File: config.mk
export PLATFORM = sky130hd
export DESIGN_NAME = ise_exec
export DESIGN_NICKNAME = d
export VERILOG_FILES = /design/src/hdl/ise_decode.v /design/src/hdl/ise_table_pointer_step.v /design/src/hdl/ise_exec.v
export VERILOG_INCLUDE_DIRS = /design/src /design/src/hdl
export SDC_FILE = /design/constraint.sdc
export NUM_CORES = 1
export LEC_CHECK = 0
export BUFFER_PORTS_ARGS = -buffer_cell sky130_fd_sc_hd__buf_2
export CORE_ASPECT_RATIO = 0.75
export CORE_MARGIN = 2
export CORE_UTILIZATION = 35
export DETAILED_ROUTE_END_ITERATION = 8
export SETUP_SLACK_MARGIN = 0.5
export SYNTH_ARGS = -nofsm -noshare
export SYNTH_HDL_FRONTEND = slang
export SYNTH_HIERARCHICAL = 1
export SYNTH_SLANG_ARGS = --single-unit
File: constraint.sdc
create_clock -name clk_in -period 4.4 [get_ports clk_in]
set_input_delay 1.32 -clock clk_in [delete_from_list [all_inputs] [get_ports clk_in]]
set_output_delay 1.32 -clock clk_in [all_outputs]
set_load 0.05 [all_outputs]
File: src/hdl/ise_consts.vh
// constants for the instruction subset executor
`ifndef ISE_CONSTS_VH
`define ISE_CONSTS_VH
// opcode patterns
`define ISE_LDPTR1_MASK 16'hFFC0
`define ISE_LDPTR1_CODE 16'hEE00
`define ISE_LDPTR2_MASK 16'hFF00
`define ISE_LDPTR2_CODE 16'hF000
`define ISE_MOVE_MASK 16'hFC00
`define ISE_MOVE_CODE 16'h5000
`define ISE_RELCALL_MASK 16'hF800
`define ISE_RELCALL_CODE 16'hD800
`define ISE_RESET_CODE 16'h00FF
`define ISE_TBLWR_MASK 16'hFFFC
`define ISE_TBLWR_CODE 16'h000C
// instruction fields
`define ISE_PSEL_HI 5
`define ISE_PSEL_LO 4
`define ISE_KHI_HI 3
`define ISE_KHI_LO 0
`define ISE_KLO_HI 7
`define ISE_KLO_LO 0
`define ISE_MOVE_D_BIT 9
`define ISE_MOVE_A_BIT 8
`define ISE_FADDR_HI 7
`define ISE_FADDR_LO 0
`define ISE_RELCALL_N_HI 10
`define ISE_RELCALL_N_LO 0
`define ISE_RELCALL_SIGN 10
`define ISE_TBL_MODE_HI 1
`define ISE_TBL_MODE_LO 0
// table write modes
`define ISE_TBL_NONE 2'h0
`define ISE_TBL_POSTINC 2'h1
`define ISE_TBL_POSTDEC 2'h2
`define ISE_TBL_PREINC 2'h3
// access bank split and upper bank
`define ISE_ACC_SPLIT 8'h60
`define ISE_ACC_LOW_BANK 4'h0
`define ISE_ACC_HIGH_BANK 4'hF
// program counter step
`define ISE_PC_STEP 21'h00_0002
// register port map
`define ISE_REG_BANK 3'h0
`define ISE_REG_LATCH 3'h1
`define ISE_REG_PTR_L 3'h2
`define ISE_REG_PTR_H 3'h3
`define ISE_REG_PTR_U 3'h4
`define ISE_REG_WORK 3'h5
`define ISE_REG_STATUS 3'h6
`define ISE_REG_PC_L 3'h7
// reset values
`define ISE_RST_PC 21'h00_0000
`define ISE_RST_BYTE 8'h00
`define ISE_RST_PTR 21'h00_0000
`define ISE_RST_FPTR 12'h000
`endif

File: src/hdl/ise_decode.v
// opcode class decoder
`timescale 1ns/1ps
`include "ise_consts.vh"
module ise_decode (
  // instruction word
  input wire [15:0] instr_in,
  // class flags
  output wire is_ldptr_out,
  output wire is_move_out,
  output wire is_call_out,
  output wire is_reset_out,
  output wire is_tblwr_out
);
  assign is_ldptr_out = (instr_in & `ISE_LDPTR1_MASK) == `ISE_LDPTR1_CODE;
  assign is_move_out = (instr_in & `ISE_MOVE_MASK) == `ISE_MOVE_CODE;
  assign is_call_out = (instr_in & `ISE_RELCALL_MASK) == `ISE_RELCALL_CODE;
  assign is_reset_out = instr_in == `ISE_RESET_CODE; // RL7
  assign is_tblwr_out = (instr_in & `ISE_TBLWR_MASK) == `ISE_TBLWR_CODE;
endmodule // ise_decode

File: src/hdl/ise_table_pointer_step.v
// table pointer update arithmetic
`timescale 1ns/1ps
`include "ise_consts.vh"
module ise_table_pointer_step #(
  parameter PTR_W = 21
) (
  // current pointer and mode
  input wire [PTR_W-1:0] ptr_in,
  input wire [1:0] mode_in,
  // pointer used for the write and pointer after it
  output wire [PTR_W-1:0] use_ptr_out,
  output reg [PTR_W-1:0] fin_ptr_out
);
  function [PTR_W-1:0] step;
    input [PTR_W-1:0] p;
    input up;
    begin
      step = up ? p + {{(PTR_W-1){1'b0}}, 1'b1} : p - {{(PTR_W-1){1'b0}}, 1'b1};
    end
  endfunction

  // pre-increment moves before selecting the holding register
  assign use_ptr_out = (mode_in == `ISE_TBL_PREINC) ? step(ptr_in, 1'b1) : ptr_in; // RL14
  always @* begin
    case (mode_in) // RL12
      `ISE_TBL_POSTINC: fin_ptr_out = step(ptr_in, 1'b1);
      `ISE_TBL_POSTDEC: fin_ptr_out = step(ptr_in, 1'b0);
      `ISE_TBL_PREINC: fin_ptr_out = step(ptr_in, 1'b1);
      default: fin_ptr_out = ptr_in;
    endcase
  end
endmodule // ise_table_pointer_step

File: src/hdl/ise_exec.v
// instruction subset executor: pointer load, move file, relative call, soft reset, table write
`timescale 1ns/1ps
`include "ise_consts.vh"
// How it works
// [RL1] pointer load takes two words; first writes literal upper bits to pointer high byte
// [RL2] second word writes low eight literal bits to pointer low byte
// [RL3] move file: access bit zero uses access bank, one uses bank select
// [RL4] relative call pushes current address plus two onto return stack
// [RL5] new address is incremented address plus twice signed 11-bit offset
// [RL6] relative call takes two cycles, second cycle does nothing
// [RL7] soft reset opcode returns all master clear registers to reset values
// [RL8] soft reset is one word, one cycle, reset starts inside it; here the clear lands one clock later
// [RL9] three low pointer bits pick one of eight holding registers
// [RL10] table pointer is 21 bits addressing bytes of program memory
// [RL11] pointer bit 0 picks low or high byte of program word
// [RL12] two-bit mode: none, post-increment, post-decrement, pre-increment by one
// [RL13] move file writes working register or back to file, sets negative and zero
// [RL14] pre-increment moves pointer before choosing holding register and byte
module ise_exec #(
  parameter PTR_W = 21,
  parameter PC_W = 21
) (
  // clock and reset
  input wire clk_in,
  input wire reset_in,
  // instruction fetch
  input wire instr_valid_in,
  input wire [15:0] instr_in,
  output reg instr_ready_out,
  output reg [PC_W-1:0] pc_out,
  // register port
  input wire [2:0] reg_addr_in,
  input wire [7:0] reg_wdata_in,
  input wire reg_wr_in,
  input wire reg_rd_in,
  output reg [7:0] reg_rdata_out,
  // data register file
  output reg file_rd_out,
  output reg file_we_out,
  output reg [11:0] file_addr_out,
  output reg [7:0] file_wdata_out,
  input wire [7:0] file_rdata_in,
  // file select pointers, three of 12 bits
  output reg [35:0] fptr_out,
  // return stack
  output reg stack_push_out,
  output reg [PC_W-1:0] stack_top_out,
  // program memory holding latches
  output reg hold_we_out,
  output reg [2:0] hold_sel_out,
  output reg hold_byte_hi_out,
  output reg [7:0] hold_data_out,
  // soft reset indication
  output reg soft_reset_out
);
  localparam ST_RUN = 4'b0001;
  localparam ST_LDPTR2 = 4'b0010;
  localparam ST_MOVE = 4'b0100;
  localparam ST_WAIT = 4'b1000;

  wire is_ldptr;
  wire is_move;
  wire is_call;
  wire is_reset;
  wire is_tblwr;
  wire take;
  wire rst;
  wire [PTR_W-1:0] use_ptr;
  wire [PTR_W-1:0] fin_ptr;
  wire [PC_W-1:0] pc_inc;
  wire [PC_W-1:0] rel_off;

  reg [3:0] state_ff;
  reg [3:0] nxt_state;
  reg [7:0] bank_ff;
  reg [7:0] latch_ff;
  reg [PTR_W-1:0] ptr_ff;
  reg [7:0] work_ff;
  reg neg_ff;
  reg zero_ff;
  reg [1:0] psel_ff;
  reg dest_ff;
  reg tbl_pend_ff;
  reg [PTR_W-1:0] tbl_use_ff;
  reg [PTR_W-1:0] tbl_fin_ff;

  ise_decode u_dec (
    .instr_in(instr_in),
    .is_ldptr_out(is_ldptr),
    .is_move_out(is_move),
    .is_call_out(is_call),
    .is_reset_out(is_reset),
    .is_tblwr_out(is_tblwr)
  );

  ise_table_pointer_step #(
    .PTR_W(PTR_W)
  ) u_step (
    .ptr_in(ptr_ff),
    .mode_in(instr_in[`ISE_TBL_MODE_HI:`ISE_TBL_MODE_LO]),
    .use_ptr_out(use_ptr),
    .fin_ptr_out(fin_ptr)
  );

  // soft reset acts as a master clear one clock later
  assign rst = reset_in | soft_reset_out; // RL7
  assign take = instr_valid_in & instr_ready_out;
  assign pc_inc = pc_out + `ISE_PC_STEP; // RL4
  // twice the sign-extended offset
  assign rel_off = {{(PC_W-12){instr_in[`ISE_RELCALL_SIGN]}}, instr_in[`ISE_RELCALL_N_HI:`ISE_RELCALL_N_LO], 1'b0}; // RL5

  function [11:0] bank_addr;
    input [7:0] f;
    input a;
    input [7:0] bank;
    begin
      if (a) begin
        bank_addr = {bank[3:0], f}; // RL3
      end else if (f < `ISE_ACC_SPLIT) begin
        bank_addr = {`ISE_ACC_LOW_BANK, f}; // RL3
      end else begin
        bank_addr = {`ISE_ACC_HIGH_BANK, f};
      end
    end
  endfunction

  // next state
  always @* begin
    nxt_state = state_ff;
    case (state_ff)
      ST_RUN: begin
        if (take && is_ldptr) begin
          nxt_state = ST_LDPTR2; // RL1
        end else if (take && is_move) begin
          nxt_state = ST_MOVE;
        end else if (take && (is_call || is_tblwr)) begin
          nxt_state = ST_WAIT; // RL6
        end
      end
      ST_LDPTR2: begin
        if (take) begin
          nxt_state = ST_RUN;
        end
      end
      ST_MOVE: nxt_state = ST_RUN;
      ST_WAIT: nxt_state = ST_RUN;
      default: nxt_state = ST_RUN;
    endcase
  end

  // sequencing, program counter and stack
  always @(posedge clk_in) begin
    if (rst) begin
      state_ff <= ST_RUN;
      pc_out <= `ISE_RST_PC;
      instr_ready_out <= 1'b1;
      stack_push_out <= 1'b0;
      stack_top_out <= `ISE_RST_PC;
      psel_ff <= 2'h0;
      dest_ff <= 1'b0;
    end else begin
      state_ff <= nxt_state;
      stack_push_out <= 1'b0;
      instr_ready_out <= (nxt_state == ST_RUN) || (nxt_state == ST_LDPTR2);
      if (take && state_ff == ST_RUN && is_call) begin
        stack_push_out <= 1'b1; // RL4
        stack_top_out <= pc_inc; // RL4
        pc_out <= pc_inc + rel_off; // RL5
      end else if (take) begin
        pc_out <= pc_inc;
      end
      if (take && state_ff == ST_RUN && is_ldptr) begin
        psel_ff <= instr_in[`ISE_PSEL_HI:`ISE_PSEL_LO];
      end
      if (take && state_ff == ST_RUN && is_move) begin
        dest_ff <= instr_in[`ISE_MOVE_D_BIT];
      end
    end
  end

  // soft reset request: one word, one cycle, registered so the reset starts one clock later
  always @(posedge clk_in) begin
    if (reset_in) begin
      soft_reset_out <= 1'b0;
    end else begin
      soft_reset_out <= take && state_ff == ST_RUN && is_reset && !soft_reset_out; // RL8
    end
  end

  // file select pointers
  always @(posedge clk_in) begin
    if (rst) begin
      fptr_out <= {3{`ISE_RST_FPTR}};
    end else if (take && state_ff == ST_RUN && is_ldptr) begin
      case (instr_in[`ISE_PSEL_HI:`ISE_PSEL_LO])
        2'h0: fptr_out[11:8] <= instr_in[`ISE_KHI_HI:`ISE_KHI_LO]; // RL1
        2'h1: fptr_out[23:20] <= instr_in[`ISE_KHI_HI:`ISE_KHI_LO]; // RL1
        2'h2: fptr_out[35:32] <= instr_in[`ISE_KHI_HI:`ISE_KHI_LO]; // RL1
        default: fptr_out <= fptr_out;
      endcase
    end else if (take && state_ff == ST_LDPTR2) begin
      case (psel_ff)
        2'h0: fptr_out[7:0] <= instr_in[`ISE_KLO_HI:`ISE_KLO_LO]; // RL2
        2'h1: fptr_out[19:12] <= instr_in[`ISE_KLO_HI:`ISE_KLO_LO]; // RL2
        2'h2: fptr_out[31:24] <= instr_in[`ISE_KLO_HI:`ISE_KLO_LO]; // RL2
        default: fptr_out <= fptr_out;
      endcase
    end
  end

  // move file: read request, then write result and flags
  always @(posedge clk_in) begin
    if (rst) begin
      file_rd_out <= 1'b0;
      file_we_out <= 1'b0;
      file_addr_out <= 12'h000;
      file_wdata_out <= `ISE_RST_BYTE;
      work_ff <= `ISE_RST_BYTE;
      neg_ff <= 1'b0;
      zero_ff <= 1'b0;
    end else begin
      file_rd_out <= 1'b0;
      file_we_out <= 1'b0;
      if (take && state_ff == ST_RUN && is_move) begin
        file_rd_out <= 1'b1;
        file_addr_out <= bank_addr(instr_in[`ISE_FADDR_HI:`ISE_FADDR_LO], instr_in[`ISE_MOVE_A_BIT], bank_ff); // RL3
      end
      if (state_ff == ST_MOVE) begin
        neg_ff <= file_rdata_in[7]; // RL13
        zero_ff <= file_rdata_in == 8'h00; // RL13
        if (dest_ff) begin
          file_we_out <= 1'b1; // RL13
          file_wdata_out <= file_rdata_in;
        end else begin
          work_ff <= file_rdata_in; // RL13
        end
      end else if (reg_wr_in && reg_addr_in == `ISE_REG_WORK) begin
        work_ff <= reg_wdata_in;
      end
    end
  end

  // table write: capture pointer in first cycle, write holding register in second
  always @(posedge clk_in) begin
    if (rst) begin
      tbl_pend_ff <= 1'b0;
      tbl_use_ff <= `ISE_RST_PTR;
      tbl_fin_ff <= `ISE_RST_PTR;
      hold_we_out <= 1'b0;
      hold_sel_out <= 3'h0;
      hold_byte_hi_out <= 1'b0;
      hold_data_out <= `ISE_RST_BYTE;
    end else begin
      hold_we_out <= 1'b0;
      tbl_pend_ff <= take && state_ff == ST_RUN && is_tblwr;
      if (take && state_ff == ST_RUN && is_tblwr) begin
        tbl_use_ff <= use_ptr; // RL14
        tbl_fin_ff <= fin_ptr; // RL12
      end
      if (tbl_pend_ff) begin
        hold_we_out <= 1'b1;
        hold_sel_out <= tbl_use_ff[2:0]; // RL9
        hold_byte_hi_out <= tbl_use_ff[0]; // RL11
        hold_data_out <= latch_ff;
      end
    end
  end

  // software registers and the 21-bit byte pointer
  always @(posedge clk_in) begin
    if (rst) begin
      bank_ff <= `ISE_RST_BYTE;
      latch_ff <= `ISE_RST_BYTE;
      ptr_ff <= `ISE_RST_PTR;
    end else begin
      if (reg_wr_in && reg_addr_in == `ISE_REG_BANK) begin
        bank_ff <= {4'h0, reg_wdata_in[3:0]};
      end
      if (reg_wr_in && reg_addr_in == `ISE_REG_LATCH) begin
        latch_ff <= reg_wdata_in;
      end
      if (tbl_pend_ff) begin
        ptr_ff <= tbl_fin_ff; // RL12
      end else if (reg_wr_in && reg_addr_in == `ISE_REG_PTR_L) begin
        ptr_ff[7:0] <= reg_wdata_in; // RL10
      end else if (reg_wr_in && reg_addr_in == `ISE_REG_PTR_H) begin
        ptr_ff[15:8] <= reg_wdata_in;
      end else if (reg_wr_in && reg_addr_in == `ISE_REG_PTR_U) begin
        ptr_ff[PTR_W-1:16] <= reg_wdata_in[PTR_W-17:0];
      end
    end
  end

  // register read, answer one cycle after the strobe
  always @(posedge clk_in) begin
    if (rst) begin
      reg_rdata_out <= `ISE_RST_BYTE;
    end else if (reg_rd_in) begin
      if (reg_addr_in == `ISE_REG_BANK) begin
        reg_rdata_out <= bank_ff;
      end else if (reg_addr_in == `ISE_REG_LATCH) begin
        reg_rdata_out <= latch_ff;
      end else if (reg_addr_in == `ISE_REG_PTR_L) begin
        reg_rdata_out <= ptr_ff[7:0];
      end else if (reg_addr_in == `ISE_REG_PTR_H) begin
        reg_rdata_out <= ptr_ff[15:8];
      end else if (reg_addr_in == `ISE_REG_PTR_U) begin
        reg_rdata_out <= {{(24-PTR_W){1'b0}}, ptr_ff[PTR_W-1:16]};
      end else if (reg_addr_in == `ISE_REG_WORK) begin
        reg_rdata_out <= work_ff;
      end else if (reg_addr_in == `ISE_REG_STATUS) begin
        reg_rdata_out <= {6'h00, neg_ff, zero_ff};
      end else begin
        reg_rdata_out <= pc_out[7:0];
      end
    end else begin
      reg_rdata_out <= `ISE_RST_BYTE;
    end
  end
endmodule // ise_exec

---- Word-level counts from Yosys, hierarchy flattened ----
Cells that the tools add are included.
storage, ports and cells
  output and inout bits ................... 124
  input port bits ......................... 40
  logic and storage cells ................. 153
  memories ................................ 0
  register bits ........................... 199
  latch bits .............................. 0
  ROM bits ................................ 0
  memory bits (writable) .................. 0
cells by class
  shifts and indexed selects .............. 0
  multiplexer cells ....................... 39
  magnitude comparators ................... 1
  divide/modulo/power cells ............... 0
  add/sub/neg operators ................... 4
  reduce and logical (&&, ||, !) cells .... 43
  equal/unequal tests ..................... 26
  multiply operators ...................... 0
  bitwise gates (word level) .............. 5
operator list
  operator                                               number
  2-to-1 mux 8 bit                                       14
  2-to-1 mux 21 bit                                      3
  one-hot mux 21 bit (2 select lines)                    1
  2-to-1 mux 36 bit                                      1
  2-to-1 mux 32 bit                                      1
  2-to-1 mux 4 bit                                       8
  2-to-1 mux 12 bit                                      2
  adder 21 x 1 -> 21 bit (second input constant)         1
  adder 21 x 2 -> 21 bit (second input constant)         1
  adder 21 bit                                           1
  subtractor 21 x 1 -> 21 bit (second input constant)    1
  logical AND 1 bit                                      17
  equality test 16 x 8 -> 1 bit (second input constant)  1
  equality test 14 x 2 -> 1 bit (second input constant)  1
  2-to-1 mux 13 bit                                      1
  AND reduction 2 bit                                    6
  AND reduction 3 bit                                    4
  equality test 10 bit (second input constant)           1
  2-to-1 mux 5 bit                                       2
  nonzero test 2 bit                                     5
  equality test 3 bit (second input constant)            3
  equality test 2 bit (second input constant)            4
  equality test 4 x 1 -> 1 bit (second input constant)   2
  equality test 4 x 2 -> 1 bit (second input constant)   2
  21 further kinds                                       35

---- Depth between registers and ports, before layout ----
  depth after elaboration ................. 9
  depth in mapped cells ................... 15
  depth with buffers taken out ............ 14

---- Modules after synthesis ----
Netlist, hierarchy kept.
by module, submodules not included
  module                  sequential area each (um2)  times used  cells an instance  area an instance (um2)
  ise_exec                3923.8                      1           1134               9232.6
  ise_table_pointer_step  0.0                         1           166                1129.8
  ise_decode              0.0                         1           16                 95.1

---- Least setup slack after synthesis ----
OpenSTA, ideal clock, no wires.
  path type ............................... reg-to-reg
  start point ............................. register pc_out[1]
  end point ............................... register pc_out[20]
  library setup time ...................... 72 ps
  path slack .............................. 830 ps
  required time ........................... 4328 ps
  clock period less this slack ............ 3570 ps
  stages on the path, launching flop included .. 15
  buffers on the path ..................... 1
  arrival time ............................ 3499 ps
  cells stage by stage .................... dfxtp_1 ha_1 nand3_1 nor2_1 nand4_1 xnor2_1 ha_1 clkbuf_1 a21oi_1 o21ai_0 a21oi_1 and3_1 a211oi_1 mux2i_1 mux2i_1
on the way
  word-level cells in the longest chain between the ends .. 3
  elaborated cells on any way between the ends .. 4
  classes of those cells .................. 2 x add/sub; 2 x mux
ends and longest elaborated chain
  what                                     RTL line        text
  start, declared                          ise_exec.v:30   output reg [PC_W-1:0] pc_out,
  start signal, assigned                   ise_exec.v:155  pc_out <= `ISE_RST_PC;
  start signal, assigned                   ise_exec.v:168  pc_out <= pc_inc + rel_off;
  start signal, assigned                   ise_exec.v:170  pc_out <= pc_inc;
  adder 21 x 2 -> 21 bit (no source line)  n/a
  named net pc_inc[17]                     ise_exec.v:70   wire [PC_W-1:0] pc_inc;
  adder 21 bit                             ise_exec.v:168
  2-to-1 mux 21 bit                        ise_exec.v:165  if (take && state_ff == ST_RUN && is_call) begin
The timed path passes the listed nets, and every way through them passes these cells. The select of a mux whose other input is x is not followed.
A chain may end at the register's enable or synchronous reset.

---- Worst setup path in the final report ----
  start point ............................. register pc_out[1]
  end point ............................... register pc_out[19]
Same word-level chain as after synthesis.

==> reports/metrics.cfg <==
[die]
initial_core_util = 0.359
rows = 53
dieHeight_um = 152
pin_count = 164
dieArea_um2 = 30400
core-area_um2 = 28300
fp.dieW_um = 201

[power_and_ir_drop]
swShare = 0.272
p_sw_uw = 1070
comb_power_share = 0.116
power_frac_seq = 0.464
power_density_nw_per_um2 = 333
p_int_uw = 2860
pwr-share-clk = 0.420
peakVddDrop_v = 0.000201
p_leak_uw = 0.00489

[job]
cap_viol_max_count = 0

[finish]
layout_commonest_cell = nand2_1
syn2layout_area_growth_pct = 16.4
finish.utilization = 0.418
num-fill-cells = 2921
mostFrequentLayoutCells = nand2_1 (206), dfxtp_1 (195), nor2_1 (165), buf_2 (161), a21oi_1 (141)
drive_gt1_frac = 0.179
multiInputGateArea_um2 = 5770
ff_latch_area_um2 = 3930
design_area_um2 = 11800
nets = 1453

[logic_synthesis]
syn_inst = 1275
syn_area_per_cell_um2 = 7.97
yosysWarnings = 6
syn_area_um2 = 10200

[route]
drc = 0
dr.pass1.iters = 5
viasPerCell = 5.35
drt-total-wl_um = 33700
vias = 9548
ant_nets = 0
drtIter0Drc = 857
drt-wirelength-per-cell_um = 18.9

[sta]
period_minus_slack_ps = 3570
setup_tns_ps = 0
fmax_mhz = 280
holdWs_ps = 448
finalClockSkew_ps = 12.6
hold_viol = 0
slew_violations = 0
setup_violations = 0
fin_crit_sh = 0.811
worstMarginPinSlew_ps = 1210
rsz0062_at_grt = false
slew_headroom = 0.194

[placed_design]
dp_hpwl_um = 24300
placed_cell_area_um2 = 11200
gp_congestion = 0.903
port-buffer-count = 161

[clock_network]
htree_levels = 4
hold_buffers = 0
clkSinkCount = 196
clkLatencyLatePin_ps = 440
cts_buffer_depth = 2
cts_buffers = 17
clkTransAtPathRegs_ps = 80
clock_tree.root_cell = clkbuf_16
cts_tree = done

[global_routing]
grt_pass1_vias = 8524
grt.overflow.total = 0
gr-usage-all-layers = 0.219
antenna_found_initial = 3
grt_pass1_wl_um = 51300
grt_max_degree = 60

[critical_path]
crit_type = reg -> reg
path_max_fanout = 7
worst_setup_path_start_kind = flip-flop
cp.required_ps = 4700
worstPathArrival_ps = 3870
end_kind = flip-flop

[outcome]
status = finished, final reports clean

[worst_hold_path]
holdCritPathClass = reg -> reg

==> layer usage <==
| metal | global-route usage | vias to the layer above | routed length [um] |
|---|---|---|---|
| met4 | 0.0415 | 2 | 264 |
| met1 | 0.336 | 4474 | 17100 |
| met3 | 0.0569 | 23 | 2910 |
| met2 | 0.302 | 376 | 13300 |
| li1 | - | 4673 | - |
| met5 | 0 | - | 13 |
==> timing repair <==
action	4_1_cts	5_1_grt
buffers inserted	0	0
resized for setup	0	1
setup endpoints to repair	0	1
==> through the flow <==
stage                     setup slack (ps)  cells  power, uW
final                                  830   1785       3940
after global routing                   501   1784       4080
after CTS                              765   1784       3970
after detailed placement               549   1752       2320
after global placement                 576   1752       2310
after floorplan                        830   1276       2170
==> worst paths after layout <==
kind / startpoint / end / slack (ps) / cells past startpoint
worst min-delay path: fptr_out[17] / fptr_out[17] / 450 / 2
worst max register to register: pc_out[1] / pc_out[19] / 830 / 12
worst max-delay path: pc_out[1] / pc_out[19] / 830 / 12
worst min register to register: fptr_out[17] / fptr_out[17] / 450 / 2
==> cell type report <==
| type | instances | share of cell area |
|---|---|---|
| Sequential cell | 196 | 0.332 |
| Multi-Input combinational cell | 971 | 0.488 |
| Antenna cell | 1 | 0.000212 |
| Timing Repair Buffer | 181 | 0.0819 |
| Tap cell | 385 | 0.0407 |
| Clock inverter | 12 | 0.0140 |
| Clock buffer | 20 | 0.0378 |
| Inverter | 19 | 0.00603 |
==> critical path: stages (launching register included) <==
cell and delay [ps]:
dfxtp_1 460, ha_1 270, nand3_1 180, xnor2_1 420, inv_1 110, ha_1 370
a21o_1 250, a221oi_2 420, o221ai_2 200, a211oi_2 390, nor4_1 90, a41oi_1 170
a31oi_1 90
==> registers in the layout (all words and copies together) (netlist names), 2 cells and up <==
name / flops
work_ff: 8
latch_ff: 8
stack_top_out: 20
hold_sel_out: 3
bank_ff: 4
ptr_ff: 21
pc_out: 20
hold_data_out: 8
fptr_out: 36
psel_ff: 2
tbl_use_ff: 3
state_ff: 4
file_addr_out: 12
reg_rdata_out: 8
tbl_fin_ff: 21
file_wdata_out: 8
==> power groups by stage <==
stage | Clock (uW) | Sequential [uW] | Combinational (uW)
6_report | 1650 | 1830 | 458
5_1_grt | 1760 | 1830 | 500
4_1_cts | 1700 | 1820 | 453
3_5_place_dp | 0 | 1870 | 450
3_3_place_gp | 0 | 1860 | 449
2_1_floorplan | 0 | 1890 | 273
Note: power is estimated with default switching activity, not from simulation.
